<file path="config.mk">
export PLATFORM = sky130hd
export DESIGN_NAME = sbs_ctrl
export DESIGN_NICKNAME = d
export VERILOG_FILES = /design/src/inc/sbs_pkg.sv /design/src/hdl/sbs_mem.sv /design/src/hdl/sbs_ctrl.sv
export VERILOG_INCLUDE_DIRS = /design/src /design/src/inc
export SDC_FILE = /design/constraint.sdc
export NUM_CORES = 1
export LEC_CHECK = 0
export BUFFER_PORTS_ARGS = -buffer_cell sky130_fd_sc_hd__buf_2
export CAP_MARGIN = 20
export CELL_PAD_IN_SITES_DETAIL_PLACEMENT = 0
export CELL_PAD_IN_SITES_GLOBAL_PLACEMENT = 1
export CORE_ASPECT_RATIO = 0.9
export CORE_UTILIZATION = 40
export CTS_CLUSTER_DIAMETER = 120
export DETAILED_ROUTE_END_ITERATION = 10
export GPL_ROUTABILITY_DRIVEN = 0
export MAX_ROUTING_LAYER = met4
export PLACE_DENSITY_LB_ADDON = 0.15
export SKIP_CTS_REPAIR_TIMING = 1
export SLEW_MARGIN = 30
export SYNTH_ARGS = -nofsm -noshare
export SYNTH_HDL_FRONTEND = slang
export SYNTH_SLANG_ARGS = --single-unit
</file>
<file path="constraint.sdc">
create_clock -name ref_clk -period 9.2 [get_ports ref_clk]
set_input_delay 1.84 -clock ref_clk [delete_from_list [all_inputs] [get_ports ref_clk]]
set_output_delay 1.84 -clock ref_clk [all_outputs]
set_load 0.01 [all_outputs]
</file>
<file path="src/inc/sbs_defines.svh">
`ifndef SBS_DEFINES_SVH
`define SBS_DEFINES_SVH

// ----------------------------------------
// array geometry
// ----------------------------------------
`define SBS_ADDR_W            4
`define SBS_DATA_W            18
`define SBS_DEPTH             16

// ----------------------------------------
// sleep sequencing, in clock cycles
// ----------------------------------------
`define SBS_SLEEP_ENTRY_CYC   2'h2
`define SBS_SLEEP_WAKE_CYC    2'h2

// ----------------------------------------
// register map (byte addresses) and fields
// ----------------------------------------
`define SBS_REG_CTRL          4'h0
`define SBS_REG_STATUS        4'h4
`define SBS_CTRL_SLEEP_BIT    0
`define SBS_CTRL_RESET        1'h0
`define SBS_STEP_RESET        2'h0
`define SBS_STRAP_PIPE_RESET  2'h3
`define SBS_SYNC_LOW_RESET    2'h0

`endif

</file>
<file path="src/inc/sbs_pkg.sv">
package sbs_pkg;

  // ----------------------------------------
  // sleep sequencer, gray along awake-enter-asleep-wake
  // ----------------------------------------
  typedef enum logic [1:0] {
    SBS_AWAKE  = 2'h0,
    SBS_ENTER  = 2'h1,
    SBS_ASLEEP = 2'h3,
    SBS_WAKE   = 2'h2
  } sbs_sleep_e;

  // ----------------------------------------
  // read/write control state: kind of the current cycle
  // ----------------------------------------
  typedef enum logic [1:0] {
    SBS_OP_DESEL = 2'h0,
    SBS_OP_READ  = 2'h1,
    SBS_OP_WRITE = 2'h3,
    SBS_OP_ABORT = 2'h2
  } sbs_op_e;

endpackage

</file>
<file path="src/hdl/sbs_mem.sv">
`include "sbs_defines.svh"

module sbs_mem import sbs_pkg::*; (
  input  wire logic                    ref_clk,
  input  wire logic                    rst,
  input  wire logic                    wr_en,
  input  wire logic [`SBS_ADDR_W-1:0]  wr_addr,
  input  wire logic [`SBS_DATA_W-1:0]  wr_data,
  input  wire logic                    rd_en,
  input  wire logic [`SBS_ADDR_W-1:0]  rd_addr,
  output logic      [`SBS_DATA_W-1:0]  rd_data
);

  logic [`SBS_DATA_W-1:0] mem_q [`SBS_DEPTH];
  logic [`SBS_DATA_W-1:0] rd_data_q;

  // array has no reset: contents survive everything but power
  always_ff @(posedge ref_clk) begin
    if (wr_en) begin
      mem_q[wr_addr] <= wr_data;
    end
  end

  always_ff @(posedge ref_clk) begin
    if (rst) begin
      rd_data_q <= '0;
    end else if (rd_en) begin
      rd_data_q <= mem_q[rd_addr];
    end
  end

  assign rd_data = rd_data_q;

endmodule

</file>
<file path="src/hdl/sbs_ctrl.sv">
`include "sbs_defines.svh"

module sbs_ctrl import sbs_pkg::*; (
  input  wire logic                    ref_clk,
  input  wire logic                    rst,
  input  wire logic                    clk_en,
  input  wire logic [`SBS_ADDR_W-1:0]  addr_in,
  input  wire logic                    advance_load,
  input  wire logic                    chip_sel,
  input  wire logic                    write_req,
  input  wire logic                    byte_wr,
  input  wire logic [`SBS_DATA_W-1:0]  wdata,
  input  wire logic                    burst_order_select,
  input  wire logic                    flow_through_select,
  input  wire logic                    sleep_request,
  output logic      [`SBS_DATA_W-1:0]  rdata,
  output logic                         rdata_oe,
  output logic                         asleep,
  output logic      [`SBS_ADDR_W-1:0]  burst_addr,
  input  wire logic [3:0]              avs_address,
  input  wire logic                    avs_read,
  input  wire logic                    avs_write,
  input  wire logic [31:0]             avs_writedata,
  input  wire logic [3:0]              avs_byteenable,
  output logic      [31:0]             avs_readdata,
  output logic                         avs_waitrequest
);

  function automatic logic [1:0] sbs_burst_lo(input logic [1:0] start,
                                              input logic [1:0] step,
                                              input logic       ilv);
    sbs_burst_lo = ilv ? (start ^ step) : (start + step);
  endfunction

  // ----------------------------------------
  // pin synchronisers
  // ----------------------------------------
  logic [1:0] ft_sync_q;
  logic [1:0] bo_sync_q;
  logic [1:0] slp_sync_q;
  logic       pipeline_mode;
  logic       interleave_mode;
  logic       ctrl_sleep_q;
  logic       sleep_req_eff;

  // straps assumed static, so a plain two-stage sync suffices
  // sleep path runs without clk_en so a stalled clock cannot block sleep
  always_ff @(posedge ref_clk) begin
    if (rst) begin
      ft_sync_q  <= `SBS_STRAP_PIPE_RESET;
      bo_sync_q  <= `SBS_SYNC_LOW_RESET;
      slp_sync_q <= `SBS_SYNC_LOW_RESET;
    end else begin
      ft_sync_q  <= {ft_sync_q[0], flow_through_select};
      bo_sync_q  <= {bo_sync_q[0], burst_order_select};
      slp_sync_q <= {slp_sync_q[0], sleep_request};
    end
  end

  assign pipeline_mode   = ft_sync_q[1];
  assign interleave_mode = bo_sync_q[1];
  assign sleep_req_eff   = slp_sync_q[1] | ctrl_sleep_q;

  // ----------------------------------------
  // sleep sequencer
  // ----------------------------------------
  sbs_sleep_e sleep_q;
  sbs_sleep_e sleep_d;
  logic [1:0] slp_cnt_q;
  logic [1:0] slp_cnt_d;
  logic       asleep_q;
  logic       asleep_d;

  always_comb begin
    sleep_d   = sleep_q;
    slp_cnt_d = slp_cnt_q;
    case (sleep_q)
      SBS_AWAKE: begin
        if (sleep_req_eff) begin
          sleep_d   = SBS_ENTER;
          slp_cnt_d = '0;
        end
      end
      SBS_ENTER: begin
        // operations keep running here; host has drained them
        if (!sleep_req_eff) begin
          sleep_d = SBS_AWAKE;
        end else if (slp_cnt_q == (`SBS_SLEEP_ENTRY_CYC - 2'h1)) begin
          sleep_d = SBS_ASLEEP;
        end else begin
          slp_cnt_d = slp_cnt_q + 2'h1;
        end
      end
      SBS_ASLEEP: begin
        if (!sleep_req_eff) begin
          sleep_d   = SBS_WAKE;
          slp_cnt_d = '0;
        end
      end
      SBS_WAKE: begin
        if (sleep_req_eff) begin
          sleep_d   = SBS_ENTER;
          slp_cnt_d = '0;
        end else if (slp_cnt_q == (`SBS_SLEEP_WAKE_CYC - 2'h1)) begin
          sleep_d = SBS_AWAKE;
        end else begin
          slp_cnt_d = slp_cnt_q + 2'h1;
        end
      end
      default: begin
        sleep_d = SBS_AWAKE;
      end
    endcase
    asleep_d = (sleep_d == SBS_ASLEEP);
  end

  always_ff @(posedge ref_clk) begin
    if (rst) begin
      sleep_q   <= SBS_AWAKE;
      slp_cnt_q <= '0;
      asleep_q  <= 1'b0;
    end else begin
      sleep_q   <= sleep_d;
      slp_cnt_q <= slp_cnt_d;
      asleep_q  <= asleep_d;
    end
  end

  // ----------------------------------------
  // burst address, control and data pipelines
  // ----------------------------------------
  logic                   run;
  logic                   quiet_d;
  logic [`SBS_ADDR_W-1:0] base_q, base_d;
  logic [1:0]             step_q, step_d;
  sbs_op_e                s1_op_q, s1_op_d, s2_op_q, s2_op_d;
  logic [`SBS_ADDR_W-1:0] s1_addr_q, s1_addr_d, s2_addr_q, s2_addr_d;
  logic [`SBS_ADDR_W-1:0] cur_addr;
  logic [`SBS_ADDR_W-1:0] burst_addr_q, burst_addr_d;
  logic                   rd1_q, rd1_d, rd2_q, rd2_d;
  logic [`SBS_DATA_W-1:0] pipe_q, pipe_d, rdata_q, rdata_d;
  logic                   rdata_oe_q, rdata_oe_d;
  logic                   mem_we, mem_re;
  logic [`SBS_ADDR_W-1:0] mem_waddr;
  logic [`SBS_DATA_W-1:0] mem_rdata;

  // wake recovery freezes the pipelines like sleep; host sends no writes then
  assign run     = clk_en && (sleep_q == SBS_AWAKE || sleep_q == SBS_ENTER);
  assign quiet_d = (sleep_d == SBS_ASLEEP) || (sleep_d == SBS_WAKE);

  always_comb begin
    base_d       = base_q;
    step_d       = step_q;
    s1_op_d      = s1_op_q;
    s1_addr_d    = s1_addr_q;
    s2_op_d      = s2_op_q;
    s2_addr_d    = s2_addr_q;
    burst_addr_d = burst_addr_q;
    rd1_d        = rd1_q;
    rd2_d        = rd2_q;
    pipe_d       = pipe_q;
    rdata_d      = rdata_q;
    rdata_oe_d   = rdata_oe_q;
    mem_we       = 1'b0;
    mem_re       = 1'b0;
    mem_waddr    = pipeline_mode ? s2_addr_q : s1_addr_q;
    // frozen when held, asleep or waking: nothing in this branch moves
    if (run) begin
      if (!advance_load) begin
        if (chip_sel) begin
          base_d = addr_in;
          step_d = `SBS_STEP_RESET;
          if (write_req) begin
            s1_op_d = byte_wr ? SBS_OP_WRITE : SBS_OP_ABORT;
          end else begin
            s1_op_d = SBS_OP_READ;
          end
        end else begin
          s1_op_d = SBS_OP_DESEL;
        end
      end else begin
        step_d = step_q + 2'h1;
        case (s1_op_q)
          SBS_OP_DESEL: s1_op_d = SBS_OP_DESEL;
          SBS_OP_READ:  s1_op_d = SBS_OP_READ;
          default:      s1_op_d = byte_wr ? SBS_OP_WRITE : SBS_OP_ABORT;
        endcase
      end
      s1_addr_d    = cur_addr;
      burst_addr_d = cur_addr;
      s2_op_d      = s1_op_q;
      s2_addr_d    = s1_addr_q;
      // write data sampled at edge 2 or edge 3 of the command
      mem_we = pipeline_mode ? (s2_op_q == SBS_OP_WRITE) : (s1_op_q == SBS_OP_WRITE);
      mem_re = (s1_op_d == SBS_OP_READ);
      rd1_d  = (s1_op_d == SBS_OP_READ);
      rd2_d  = rd1_q;
      pipe_d = mem_rdata;
      // read path one stage shorter in flow-through, mirrors the write side
      rdata_d    = pipeline_mode ? pipe_q : mem_rdata;
      rdata_oe_d = pipeline_mode ? rd2_q : rd1_q;
    end
    if (quiet_d) begin
      rdata_oe_d = 1'b0;
    end
  end

  // upper bits always from the loaded base
  assign cur_addr = {base_d[`SBS_ADDR_W-1:2],
                     sbs_burst_lo(base_d[1:0], step_d, interleave_mode)};

  always_ff @(posedge ref_clk) begin
    if (rst) begin
      base_q       <= '0;
      step_q       <= `SBS_STEP_RESET;
      s1_op_q      <= SBS_OP_DESEL;
      s1_addr_q    <= '0;
      s2_op_q      <= SBS_OP_DESEL;
      s2_addr_q    <= '0;
      burst_addr_q <= '0;
      rd1_q        <= 1'b0;
      rd2_q        <= 1'b0;
      pipe_q       <= '0;
      rdata_q      <= '0;
      rdata_oe_q   <= 1'b0;
    end else begin
      base_q       <= base_d;
      step_q       <= step_d;
      s1_op_q      <= s1_op_d;
      s1_addr_q    <= s1_addr_d;
      s2_op_q      <= s2_op_d;
      s2_addr_q    <= s2_addr_d;
      burst_addr_q <= burst_addr_d;
      rd1_q        <= rd1_d;
      rd2_q        <= rd2_d;
      pipe_q       <= pipe_d;
      rdata_q      <= rdata_d;
      rdata_oe_q   <= rdata_oe_d;
    end
  end

  // no bypass: a read of an address still in the write pipe sees old data
  sbs_mem u_mem (
    .ref_clk (ref_clk),
    .rst     (rst),
    .wr_en   (mem_we),
    .wr_addr (mem_waddr),
    .wr_data (wdata),
    .rd_en   (mem_re),
    .rd_addr (cur_addr),
    .rd_data (mem_rdata)
  );

  // ----------------------------------------
  // register slave
  // ----------------------------------------
  logic        ctrl_sleep_d;
  logic        wait_q, wait_d;
  logic [31:0] rdat_q, rdat_d;

  always_comb begin
    ctrl_sleep_d = ctrl_sleep_q;
    wait_d       = 1'b1;
    rdat_d       = rdat_q;
    if ((avs_read || avs_write) && wait_q) begin
      wait_d = 1'b0;
      if (avs_address == `SBS_REG_CTRL) begin
        rdat_d = {31'h0, ctrl_sleep_q};
      end else if (avs_address == `SBS_REG_STATUS) begin
        rdat_d = {24'h0, s1_op_q, step_q, interleave_mode, pipeline_mode,
                  (sleep_q == SBS_ENTER || sleep_q == SBS_WAKE), asleep_q};
      end else begin
        rdat_d = 32'h0;
      end
    end
    if (avs_write && !wait_q && avs_address == `SBS_REG_CTRL && avs_byteenable[0]) begin
      ctrl_sleep_d = avs_writedata[`SBS_CTRL_SLEEP_BIT];
    end
  end

  // bus stalls too while clk_en is low
  always_ff @(posedge ref_clk) begin
    if (rst) begin
      ctrl_sleep_q <= `SBS_CTRL_RESET;
      wait_q       <= 1'b1;
      rdat_q       <= 32'h0;
    end else if (clk_en) begin
      ctrl_sleep_q <= ctrl_sleep_d;
      wait_q       <= wait_d;
      rdat_q       <= rdat_d;
    end
  end

  assign rdata           = rdata_q;
  assign rdata_oe        = rdata_oe_q;
  assign asleep          = asleep_q;
  assign burst_addr      = burst_addr_q;
  assign avs_readdata    = rdat_q;
  assign avs_waitrequest = wait_q;
endmodule

</file>
# Word level (Yosys, flattened, before mapping)
# Memory sizes are Yosys's and may differ from the RTL's. A register that Yosys moved wholly into a read port is not among the register bits.
# Index checks and enable logic that the tools add are counted.
[word_totals] reg_bits=102 latch_bits=0 ramBits=288 rom_bits=0 inputBits=74 out_inout_bits=57 wordCells=94 memories=1
[classes] n_addsub=3 n_mul=0 div=0 magnitude_cmp=0 n_eq_ne=14 n_shift=0 mux=37 bitwise=2 n_reduce_logical=17
[memory_table] name="u_mem.mem_q" depth=16 word_bits=18 read_ports=1 rd_clocked_by_memory_dff=1 write_ports=1 line_no="sbs_mem.sv:14" source="logic [`SBS_DATA_W-1:0] mem_q [`SBS_DEPTH];"
[ops] cell="2-to-1 mux 2 bit" n=19
[ops] cell="2-to-1 mux 18 bit" n=1
[ops] cell="2-to-1 mux 4 bit" n=4
[ops] cell="2-to-1 mux 8 bit" n=2
[ops] cell="one-hot mux 2 bit (4 select lines)" n=2
[ops] cell="== test 2 bit, second input constant" n=6
[ops] cell="== test 2 x 1 -> 1 bit, second input constant" n=4
[ops] cell="2-to-1 mux 1 bit" n=8
[ops] cell="inequality test 2 bit, second input constant" n=3
[ops] cell="logical AND 1 bit" n=5
[ops] cell="adder 2 x 1 -> 2 bit, second input constant" n=2
[ops] cell="== test 4 x 3 -> 1 bit, second input constant" n=1
[ops] cell="zero test 2 bit" n=2
[ops] cell="zero test 4 bit" n=1
[ops] cell="logical OR 1 bit" n=4
[ops] cell="one-hot mux 2 bit (2 select lines)" n=1
[ops] cell="AND reduction 2 bit" n=2
[ops] cell="AND reduction 3 bit" n=1
[ops] cell="adder 2 bit" n=1
[ops] cell="OR reduction 2 bit" n=1
[ops] cell="XOR 2 bit" n=1
[ops] cell="zero test 1 bit" n=1
[ops] cell="bitwise OR 1 bit" n=1

# Longest topological paths before layout
# Gate-level depths: netlist (run 1).
[depth] ltp_word=7 ltp_mapped=16 mapped_depth_nobuf=12

# Cells and area by module
# A second synthesis (run 1) with hierarchy kept.
[unflattened] cells_unflattened=1077 area_unflattened_um2=15220.8
[by_module_without_submodules] module="sbs_mem" n_inst=1 cells_per_inst=676 area_each_um2=11778.8 seq_area_each_um2=9008.6
[by_module_without_submodules] module="sbs_ctrl" n_inst=1 cells_per_inst=401 area_each_um2=3442.1 seq_area_each_um2=1561.5

# Worst setup path before layout (run 1)
# OpenSTA, ideal clock, no wires.
[synth_path] path_type="input port to flip-flop" startpoint="in clk_en" endpoint="reg u_mem.rd_data_q[0] (netlist: u_mem.rd_data[0]), read port of u_mem.mem_q" setup_time_ns=0.120 arrival_time_ns=4.096 required_ns=9.080 path_slack_ns=4.983 cell_stages=14 n_path_buf=5 path_cell_list="buf_2 o21a_1 buf_6 nand2_4 nand2_1 nand2_1 ha_1 buf_4 buf_6 clkbuf_1 mux2i_1 mux2i_1 a211oi_1 o31ai_2"
[synth_between] elab_chain_len=4 word_cells_on_any_way=7 classes_between="1 x add/sub; 4 x mux; 1 x bitwise; 1 x reduce/logical"
[synth_lines] item="from (decl)" line_no="sbs_ctrl.sv:6" source="input wire logic clk_en,"
[synth_lines] item="logical AND 1 bit *" line_no="sbs_ctrl.sv:148" source="assign run = clk_en && (sleep_q == SBS_AWAKE || sleep_q == SBS_ENTER);"
[synth_lines] item="2-to-1 mux 4 bit *" line_no="sbs_ctrl.sv:168" source="if (run) begin"
[synth_lines] item="named net base_d[0]" line_no="sbs_ctrl.sv:134" source="logic [`SBS_ADDR_W-1:0] base_q, base_d;"
[synth_lines] item="adder 2 bit / XOR 2 bit (equally long branches)" line_no="sbs_ctrl.sv:32" source="sbs_burst_lo = ilv ? (start ^ step) : (start + step);"
[synth_lines] item="2-to-1 mux 2 bit *" line_no="sbs_ctrl.sv:32"
[synth_lines] item="to (decl)" line_no="sbs_mem.sv:15" source="logic [`SBS_DATA_W-1:0] rd_data_q;"
# Mark *: on every way through the listed nets, which the timed path passes. The rest lies on a longest branch.
# A chain may end at the register's enable or synchronous reset.

# Final worst setup path (run 1)
[layout_path] startpoint="in clk_en" endpoint="reg u_mem.rd_data_q[2] (netlist: u_mem.rd_data[2]), read port of u_mem.mem_q"
# The elaborated chain is that of the path after synthesis.

==> results of run 1 <==
## where the power goes
group	total (mW)	leakage, nW	switching [mW]	internal, mW
clock network	1.61	0.645	0.656	0.955
registers	1.90	3.37	0.0196	1.88
logic	0.319	2.33	0.192	0.126
total	3.83	6.34	0.868	2.96
## layout by cell type, fill, tap and decap left out, types with 2 or more instances in the layout
cell and instances:
clkbuf_8 2, mux2_2 37, o31ai_1 9, inv_1 5, a31oi_1 5, mux2i_1 166, a211oi_2 9, nor2_4 6
nor2b_1 9, a22oi_1 9, bufinv_16 3, clkinv_1 5, buf_4 18, nand2_1 87, dfxtp_1 95, o21ai_4 2
a21oi_1 74, or2_2 3, nand3_1 4, o21ai_0 9, a211oi_1 84, nor2_2 10, o211ai_1 2, nor3b_1 6
clkbuf_1 10, and2_1 2, nor3_1 3, clkbuf_16 43, clkinv_2 8, o32a_1 2, ha_1 5, nor2_1 42
and3b_1 3, mux2i_4 2, nand2b_1 4, edfxtp_1 288, o31ai_2 9, conb_1 24, buf_2 72
## per-layer routing
metal | wire length, microns | GRT usage (%)
met2 | 16300 | 28.8
met1 | 17900 | 25.9
met3 | 1560 | 3.33
met4 | 694 | 4.63
met5 | 0 | -
## logic make-up after synthesis
logic type               count (synthesis)
adder cells (fa/ha/maj)                  6
other                                    1
multiplexers                           205
AO/OA/AOI/OAI                          219
XOR/XNOR                                 4
AND/OR/NAND/NOR                        187
flip-flops                             384
buffers and inverters                  100
## state kept, by name, indices dropped and copies added (netlist names), 2 cells and up
register and count:
avs_readdata 8, step_q 2, sleep_q 2, s1_op_q 2, burst_addr 4, rdata 18, ft_sync_q 2, slp_sync_q 2
base_q 4, u_mem.mem_q 288, bo_sync_q 2, s2_op_q 2, u_mem.rd_data 18, s2_addr_q 4, slp_cnt_q 2, pipe_q 18
## path summary, 6_finish.rpt
check	start	depth (start not counted)	endpoint	slack, ps
worst max-delay path	clk_en	13	u_mem.rd_data[2]	3840
worst min-delay path	ft_sync_q[0]	1	ft_sync_q[1]	420
worst max register to register	sleep_q[1]	14	u_mem.rd_data[2]	4410
worst min register to register	ft_sync_q[0]	1	ft_sync_q[1]	420
## through the flow
step | power (mW) | area, sq um | hold slack [ps] | std cells | util [%]
global route | 3.96 | 17900 | 434 | 1725 | 46.4
detailed placement | 2.26 | 16600 | 416 | 1651 | 43.0
finish | 3.83 | 17900 | 424 | 1725 | 46.4
CTS | 3.87 | 17900 | 427 | 1724 | 46.4
global placement | 2.25 | 16600 | 402 | 1650 | 42.9
floorplan | 2.17 | 15900 | 389 | 1129 | -
## worst max-delay path: stages
cell and delay [ps]:
buf_2 190, o21a_2 160, buf_4 570, nand2_4 150, nand2_1 130, nand2_1 90
ha_4 890, buf_12 570, mux2_2 400, a21oi_1 110, a211oi_1 70, a211oi_1 330
o31ai_1 120
## area by class of cell
cell class | count | share of cell area, %
diodes | 1 | 0.0140
multi-input cells | 645 | 26.9
well taps | 525 | 3.66
repair buffers | 92 | 3.03
clock inverters | 18 | 0.963
inverters | 5 | 0.105
clock buffers | 55 | 6.36
flip-flops and latches | 384 | 59.0
==> out/results.tsv, run 1 <==
stage	metric	value	unit
logic_synthesis	largest family of logic cells by synthesized area	multiplexers	
worst_setup_path	Worst EP required	9600	ps
worst_setup_path	Arrival @ worst endpoint	5760	ps
cts	CTS tree	built	
detailed_routing	via count	8956	
finish	Sequential Area	10600	sq um
cts	H-Tree Depth	2	
logic_synthesis	Synth Area in Simple Gates	5.36	%
sta	final period utilization	58.3	%
global_route	first-pass GRT wire length	54.2	mm
logic_synthesis	Synth Register Bits	384	
logic_synthesis	Distinct cells, synth	50	
sta	# setup viols final	0	
logic_synthesis	most frequent cell after synthesis	edfxtp_1	
global_route	vias in the first global route	8639	
worst_hold_path	worst hold path class	reg2reg	
sta	setup tns final	0	ps
logic_synthesis	Mapped Area	15800	sq um
logic_synthesis	register area share after synthesis	67.0	%
cts	clk slew on worst S/H paths	60	ps
logic_synthesis	Synth area leaders	edfxtp_1 (55%), dfxtp_1 (12%), mux2i_1 (11%)	
sta	Clock Skew	22.0	ps
detailed_routing	DRT Pass-1 Iters	5	
sta	worst setup margin	3840	ps
logic_synthesis	compound-gate portion of the synthesized area	9.81	%
cts	Root Buffer	clkbuf_16	
sta	unrepaired setup endpoints after global routing	no	
pwr	maximum vdd drop	0.159	mV
global_route	total gr overflow	0	
logic_synthesis	synth cell count leaders	edfxtp_1 (288), mux2i_1 (167), dfxtp_1 (96)	
logic_synthesis	mux cell area share after synthesis	13.4	%
logic_synthesis	Synth Flop Type	edfxtp_1	
worst_setup_path	critical path type	in2reg	
cts	Num CTS Buffers	41	
die	Site Rows	68	
finish	Area Growth Syn to Fin	13.7	%
outcome	status	completed	
worst_setup_path	CP startpoint kind	input pin	
logic_synthesis	biggest area consumer among synthesized cells	edfxtp_1	
sta	Slew Limit Fails	0	
logic_synthesis	synth warn	0	
worst_setup_path	CP Max Fanout	90	
finish	# fillers	3462	
die	IO Pins	131	
detailed_routing	vias per cell	5.19	
detailed_routing	DR WL/cell	21.2	microns
die	Die H	190	microns
global_route	largest net degree at the start of global routing	91	
detailed_routing	drt first-iter violations	609	
sta	crit path time final	5360	ps
global_route	total track usage	18.8	%
placement	HPWL after detailed placement	19.6	mm
logic_synthesis	syn avg cell area	14.3	sq um
detailed_routing	DRC	0	
logic_synthesis	Post-Synth Adder-Cell Area	0.476	%
placement	Port Buffers	72	
worst_setup_path	Worst Setup End Kind	flop	
finish	layout cell share with drive strength beyond 1	19.8	%
logic_synthesis	Yosys top cell area share	54.8	%
flow_run	max_cap viols	0	
pwr	cell area power density	213	nW/um^2
logic_synthesis	xor and xnor area share after synthesis	0.389	%
die	die width	211	microns
finish	Final #Nets	1249	
finish	multi-input logic area	4830	sq um
placement	pre-CTS WS	3210	ps
sta	slew margin rel.	33.3	%
detailed_routing	WL final	36.5	mm
cts	Max Buffers Root-to-Sink	3	
pwr	Leak	6.34	nW
global_route	initial antenna violation count	1	
die	core box area	38600	sq um
logic_synthesis	Syn Inst Count	1106	
die	Starting Density	40.8	%
logic_synthesis	Post-synth EDFFs	288	
sta	Hold Fails Final Rpt	0	
sta	actual slew at the worst max-slew pin	1000	ps
die	die area	40200	sq um
detailed_routing	antenna viol nets, final	0	
sta	Fmax achieved	187	MHz
cts	Worst-Skew Late Latency	540	ps
logic_synthesis	fraction of registers with async set or reset after synthesis	0	%
cts	total clock sinks	384	
No activity file was read; power rests on OpenSTA's default activity.
==> run 2, diff against run 1 <==
--- a/config.mk
+++ b/config.mk
@@ -6,6 +6,7 @@
 export SDC_FILE = /design/constraint.sdc
 export NUM_CORES = 1
 export LEC_CHECK = 0
+export ABC_AREA = 1
 export BUFFER_PORTS_ARGS = -buffer_cell sky130_fd_sc_hd__buf_2
 export CAP_MARGIN = 20
 export CELL_PAD_IN_SITES_DETAIL_PLACEMENT = 0
==> constraint.sdc (replaced) <==
create_clock -name ref_clk -period 4.5 [get_ports ref_clk]
set_input_delay 0.9 -clock ref_clk [delete_from_list [all_inputs] [get_ports ref_clk]]
set_output_delay 0.9 -clock ref_clk [all_outputs]
set_load 0.01 [all_outputs]
==> run 2 against run 1 <==
Against the previous run:
- global-route usage rose by 1.3 points
- sequential share of layout area decreased by 0.45 points
- area after synthesis fell by 0.43%
- register-to-register slack lost 3400 ps
- die area fell by 0.42%
- highest routed layer unchanged
- first-iteration DRC count is 18% higher
- setup slack got worse by 2800 ps
- critical path type is now reg2reg
- cell count increased by 13%
- synthesized cell count is 18% higher
==> out/results.tsv, run 2 <==
stage	metric	value	unit	change
worst_setup_path	CP startpoint kind	flop		
logic_synthesis	Syn Inst Count	1305		+18%
finish	Post-Route Utilization	46.9	%	+0.45 points
die	die area	40100	sq um	-0.42%
detailed_routing	antenna viol nets, final	0		unchanged
global_route	initial antenna violation count	3		+2
die	Starting Density	40.7	%	-0.085 points
logic_synthesis	biggest area consumer among synthesized cells	edfxtp_1		
logic_synthesis	Post-synth EDFFs	288		unchanged
sta	final period utilization	76.5	%	
placement	HPWL after detailed placement	22.9	mm	+17%
sta	Fmax achieved	291	MHz	
finish	Sequential Area	10600	sq um	about the same
finish	# fillers	3495		+0.95%
global_route	largest net degree at the start of global routing	77		-15%
flow_run	max_cap viols	0		unchanged
cts	H-Tree Depth	2		unchanged
worst_setup_path	CP startpoint	sleep_q[0]		
logic_synthesis	most frequent cell after synthesis	edfxtp_1		
cts	Max Buffers Root-to-Sink	3		unchanged
sta	Hold Fails Final Rpt	0		unchanged
logic_synthesis	Yosys top cell area share	55.1	%	+0.24 points
finish	Area Growth Syn to Fin	15.1	%	
sta	actual slew at the worst max-slew pin	913	ps	-87.7 ps
sta	# setup viols final	0		unchanged
logic_synthesis	syn avg cell area	12.0	sq um	-16%
worst_setup_path	Worst EP required	4900	ps	-4700 ps
worst_setup_path	critical path type	reg2reg		
outcome	status	completed		
cts	total clock sinks	384		unchanged
die	Die H	190	microns	-0.21%
finish	Reg with most FFs	u_mem.mem_q		
worst_setup_path	Worst Setup End Kind	flop		
logic_synthesis	synth warn	0		unchanged
sta	crit path time final	3440	ps	
die	IO Pins	131		unchanged
worst_setup_path	Reg-to-Reg End	u_mem.rd_data[2]		
logic_synthesis	register area share after synthesis	67.3	%	+0.29 points
logic_synthesis	synth cell count leaders	edfxtp_1 (288), nand3_1 (193), nand2_1 (165)		
pwr	total power	8.12	mW	+110%
logic_synthesis	Synth Flop Type	edfxtp_1		
detailed_routing	vias per cell	5.09		-2.1%
global_route	vias in the first global route	9583		+11%
cts	Worst-Skew Late Latency	540	ps	about the same
logic_synthesis	Mapped Area	15700	sq um	-0.43%
cts	Root Buffer	clkbuf_16		
cts	CTS tree	built		
die	core box area	38500	sq um	-0.22%
pwr	maximum vdd drop	0.333	mV	+110%
worst_hold_path	Hold Startpoint	slp_sync_q[0]		
finish	most common cell after layout, fill and taps aside	edfxtp_1		
logic_synthesis	fraction of registers with async set or reset after synthesis	0	%	unchanged
sta	setup tns final	0	ps	unchanged
detailed_routing	WL final	38.7	mm	+6.1%
finish	layout cell share with drive strength beyond 1	15.3	%	-4.6 points
worst_setup_path	CP Max Fanout	21		-77%
sta	Clock Skew	16.4	ps	-5.60 ps
detailed_routing	DR WL/cell	19.8	microns	-6.4%
worst_hold_path	hold path endpoint	slp_sync_q[1]		
global_route	total gr overflow	0		unchanged
worst_hold_path	worst hold path class	reg2reg		
global_route	total track usage	20.0	%	+1.3 points
worst_setup_path	Arrival @ worst endpoint	3840	ps	-1920 ps
detailed_routing	via count	9947		+11%
global_route	first-pass GRT wire length	58.3	mm	+7.5%
cts	Num CTS Buffers	41		unchanged
logic_synthesis	Synth area leaders	edfxtp_1 (55%), dfxtp_1 (12%), mux2i_1 (9.2%)		
pwr	Leak	6.85	nW	+8.0%
finish	Final #Nets	1475		+18%
die	die width	211	microns	-0.21%
worst_setup_path	Reg2Reg Setup Slack	1060	ps	-3350 ps
finish	most frequent cells in the layout	edfxtp_1 (288), nand3_1 (193), nand2_1 (165)		
worst_setup_path	FF-to-FF path depth	21		+7
placement	Port Buffers	72		unchanged
detailed_routing	drt first-iter violations	719		+18%
worst_setup_path	Worst R2R Start	sleep_q[0]		
worst_hold_path	hold path depth	2		+1
die	Site Rows	68		unchanged
detailed_routing	DRC	0		unchanged
logic_synthesis	Distinct cells, synth	34		-32%
finish	max reg flops	288		unchanged
pwr	cell area power density	449	nW/um^2	+110%
logic_synthesis	Synth Register Bits	384		unchanged
sta	Slew Limit Fails	0		unchanged
sta	Min Hold Slack	400	ps	-24.1 ps
detailed_routing	DRT Pass-1 Iters	7		+2
finish	multi-input logic area	4580	sq um	-5.1%
sta	unrepaired setup endpoints after global routing	no		
cts	clk slew on worst S/H paths	60	ps	about the same
sta	slew margin rel.	39.0	%	+5.8 points
## run 2: changes by cell type in the layout (fill, tap and decap cells not counted), sizes merged, moves of 32 or more
cell / previous run / this run
buf: 92 / 124
nand2: 88 / 168
mux2: 37 / 0
a21oi: 74 / 40
nand3: 5 / 199
a211oi: 93 / 3
inv: 5 / 46
o21ai: 12 / 86
## run 2: layout make-up
class                      instances  share of cell area [%]
antenna                            3                  0.0416
timing repair buffer             124                    4.43
multi-input combinational        796                    25.4
inverter                          48                    1.00
tap                              525                    3.64
sequential                       384                    58.5
clock inverter                    16                   0.554
clock buffer                      60                    6.48
## run 2: per-stage QoR
step	cell area, sq um	setup WS (ps)	std cells
floorplan	15800	1300	1328
global placement	16800	710	1877
detailed placement	16800	684	1877
CTS	18100	1030	1953
global route	18100	698	1956
finish	18100	1060	1956
## run 2: worst max-delay path, stage by stage, from the launching register on
cell     delay, ps
dfxtp_1        350
inv_1          140
ha_1           180
inv_1           40
nand2_1        120
nand3_2        170
inv_1          180
o21ai_0        120
inv_1          110
ha_4           130
inv_1           30
nor2_1         250
inv_1          110
nand3_1        140
nand3_1        140
nand2_1        110
buf_4          340
nand2_1         90
nand3_1        110
nand3_1        120
nand2_1        220
a21oi_1        100
## run 2: worst max path at each step
| stage | depth (start not counted) | endpoint |
|---|---|---|
| after CTS | 21 | u_mem.rd_data[2] |
| final | 21 | u_mem.rd_data[2] |
| after global routing | 21 | u_mem.rd_data[2] |
| after global placement | 19 | u_mem.rd_data[2] |
| after detailed placement | 19 | u_mem.rd_data[2] |
| after floorplan | 15 | u_mem.rd_data[13] |
## run 2: routing by layer
layer,track usage (%),wire (microns),vias up
met1,27.6,18500,4832
met3,3.60,2110,61
met2,30.1,17200,233
li1,-,-,4821
met4,6.16,938,0
met5,-,0,-
## run 2: cell families after synthesis
family	count (synthesis)	share of synthesized area, %
and+or+nand+nor	470	13.4
muxes	144	9.18
DFF	384	67.3
other	1	0.0239
AOI/OAI and AO/OA	152	5.14
buffers and inverters	148	4.51
adders and majority gates	6	0.478
## run 2: where the power goes
part / internal (mW) / switching, mW / total, mW / leakage [nW]
sequential: 3.86 / 0.0328 / 3.89 / 3.38
combinational: 0.376 / 0.666 / 1.04 / 2.85
clock: 1.86 / 1.33 / 3.18 / 0.618
total: 6.09 / 2.03 / 8.12 / 6.85
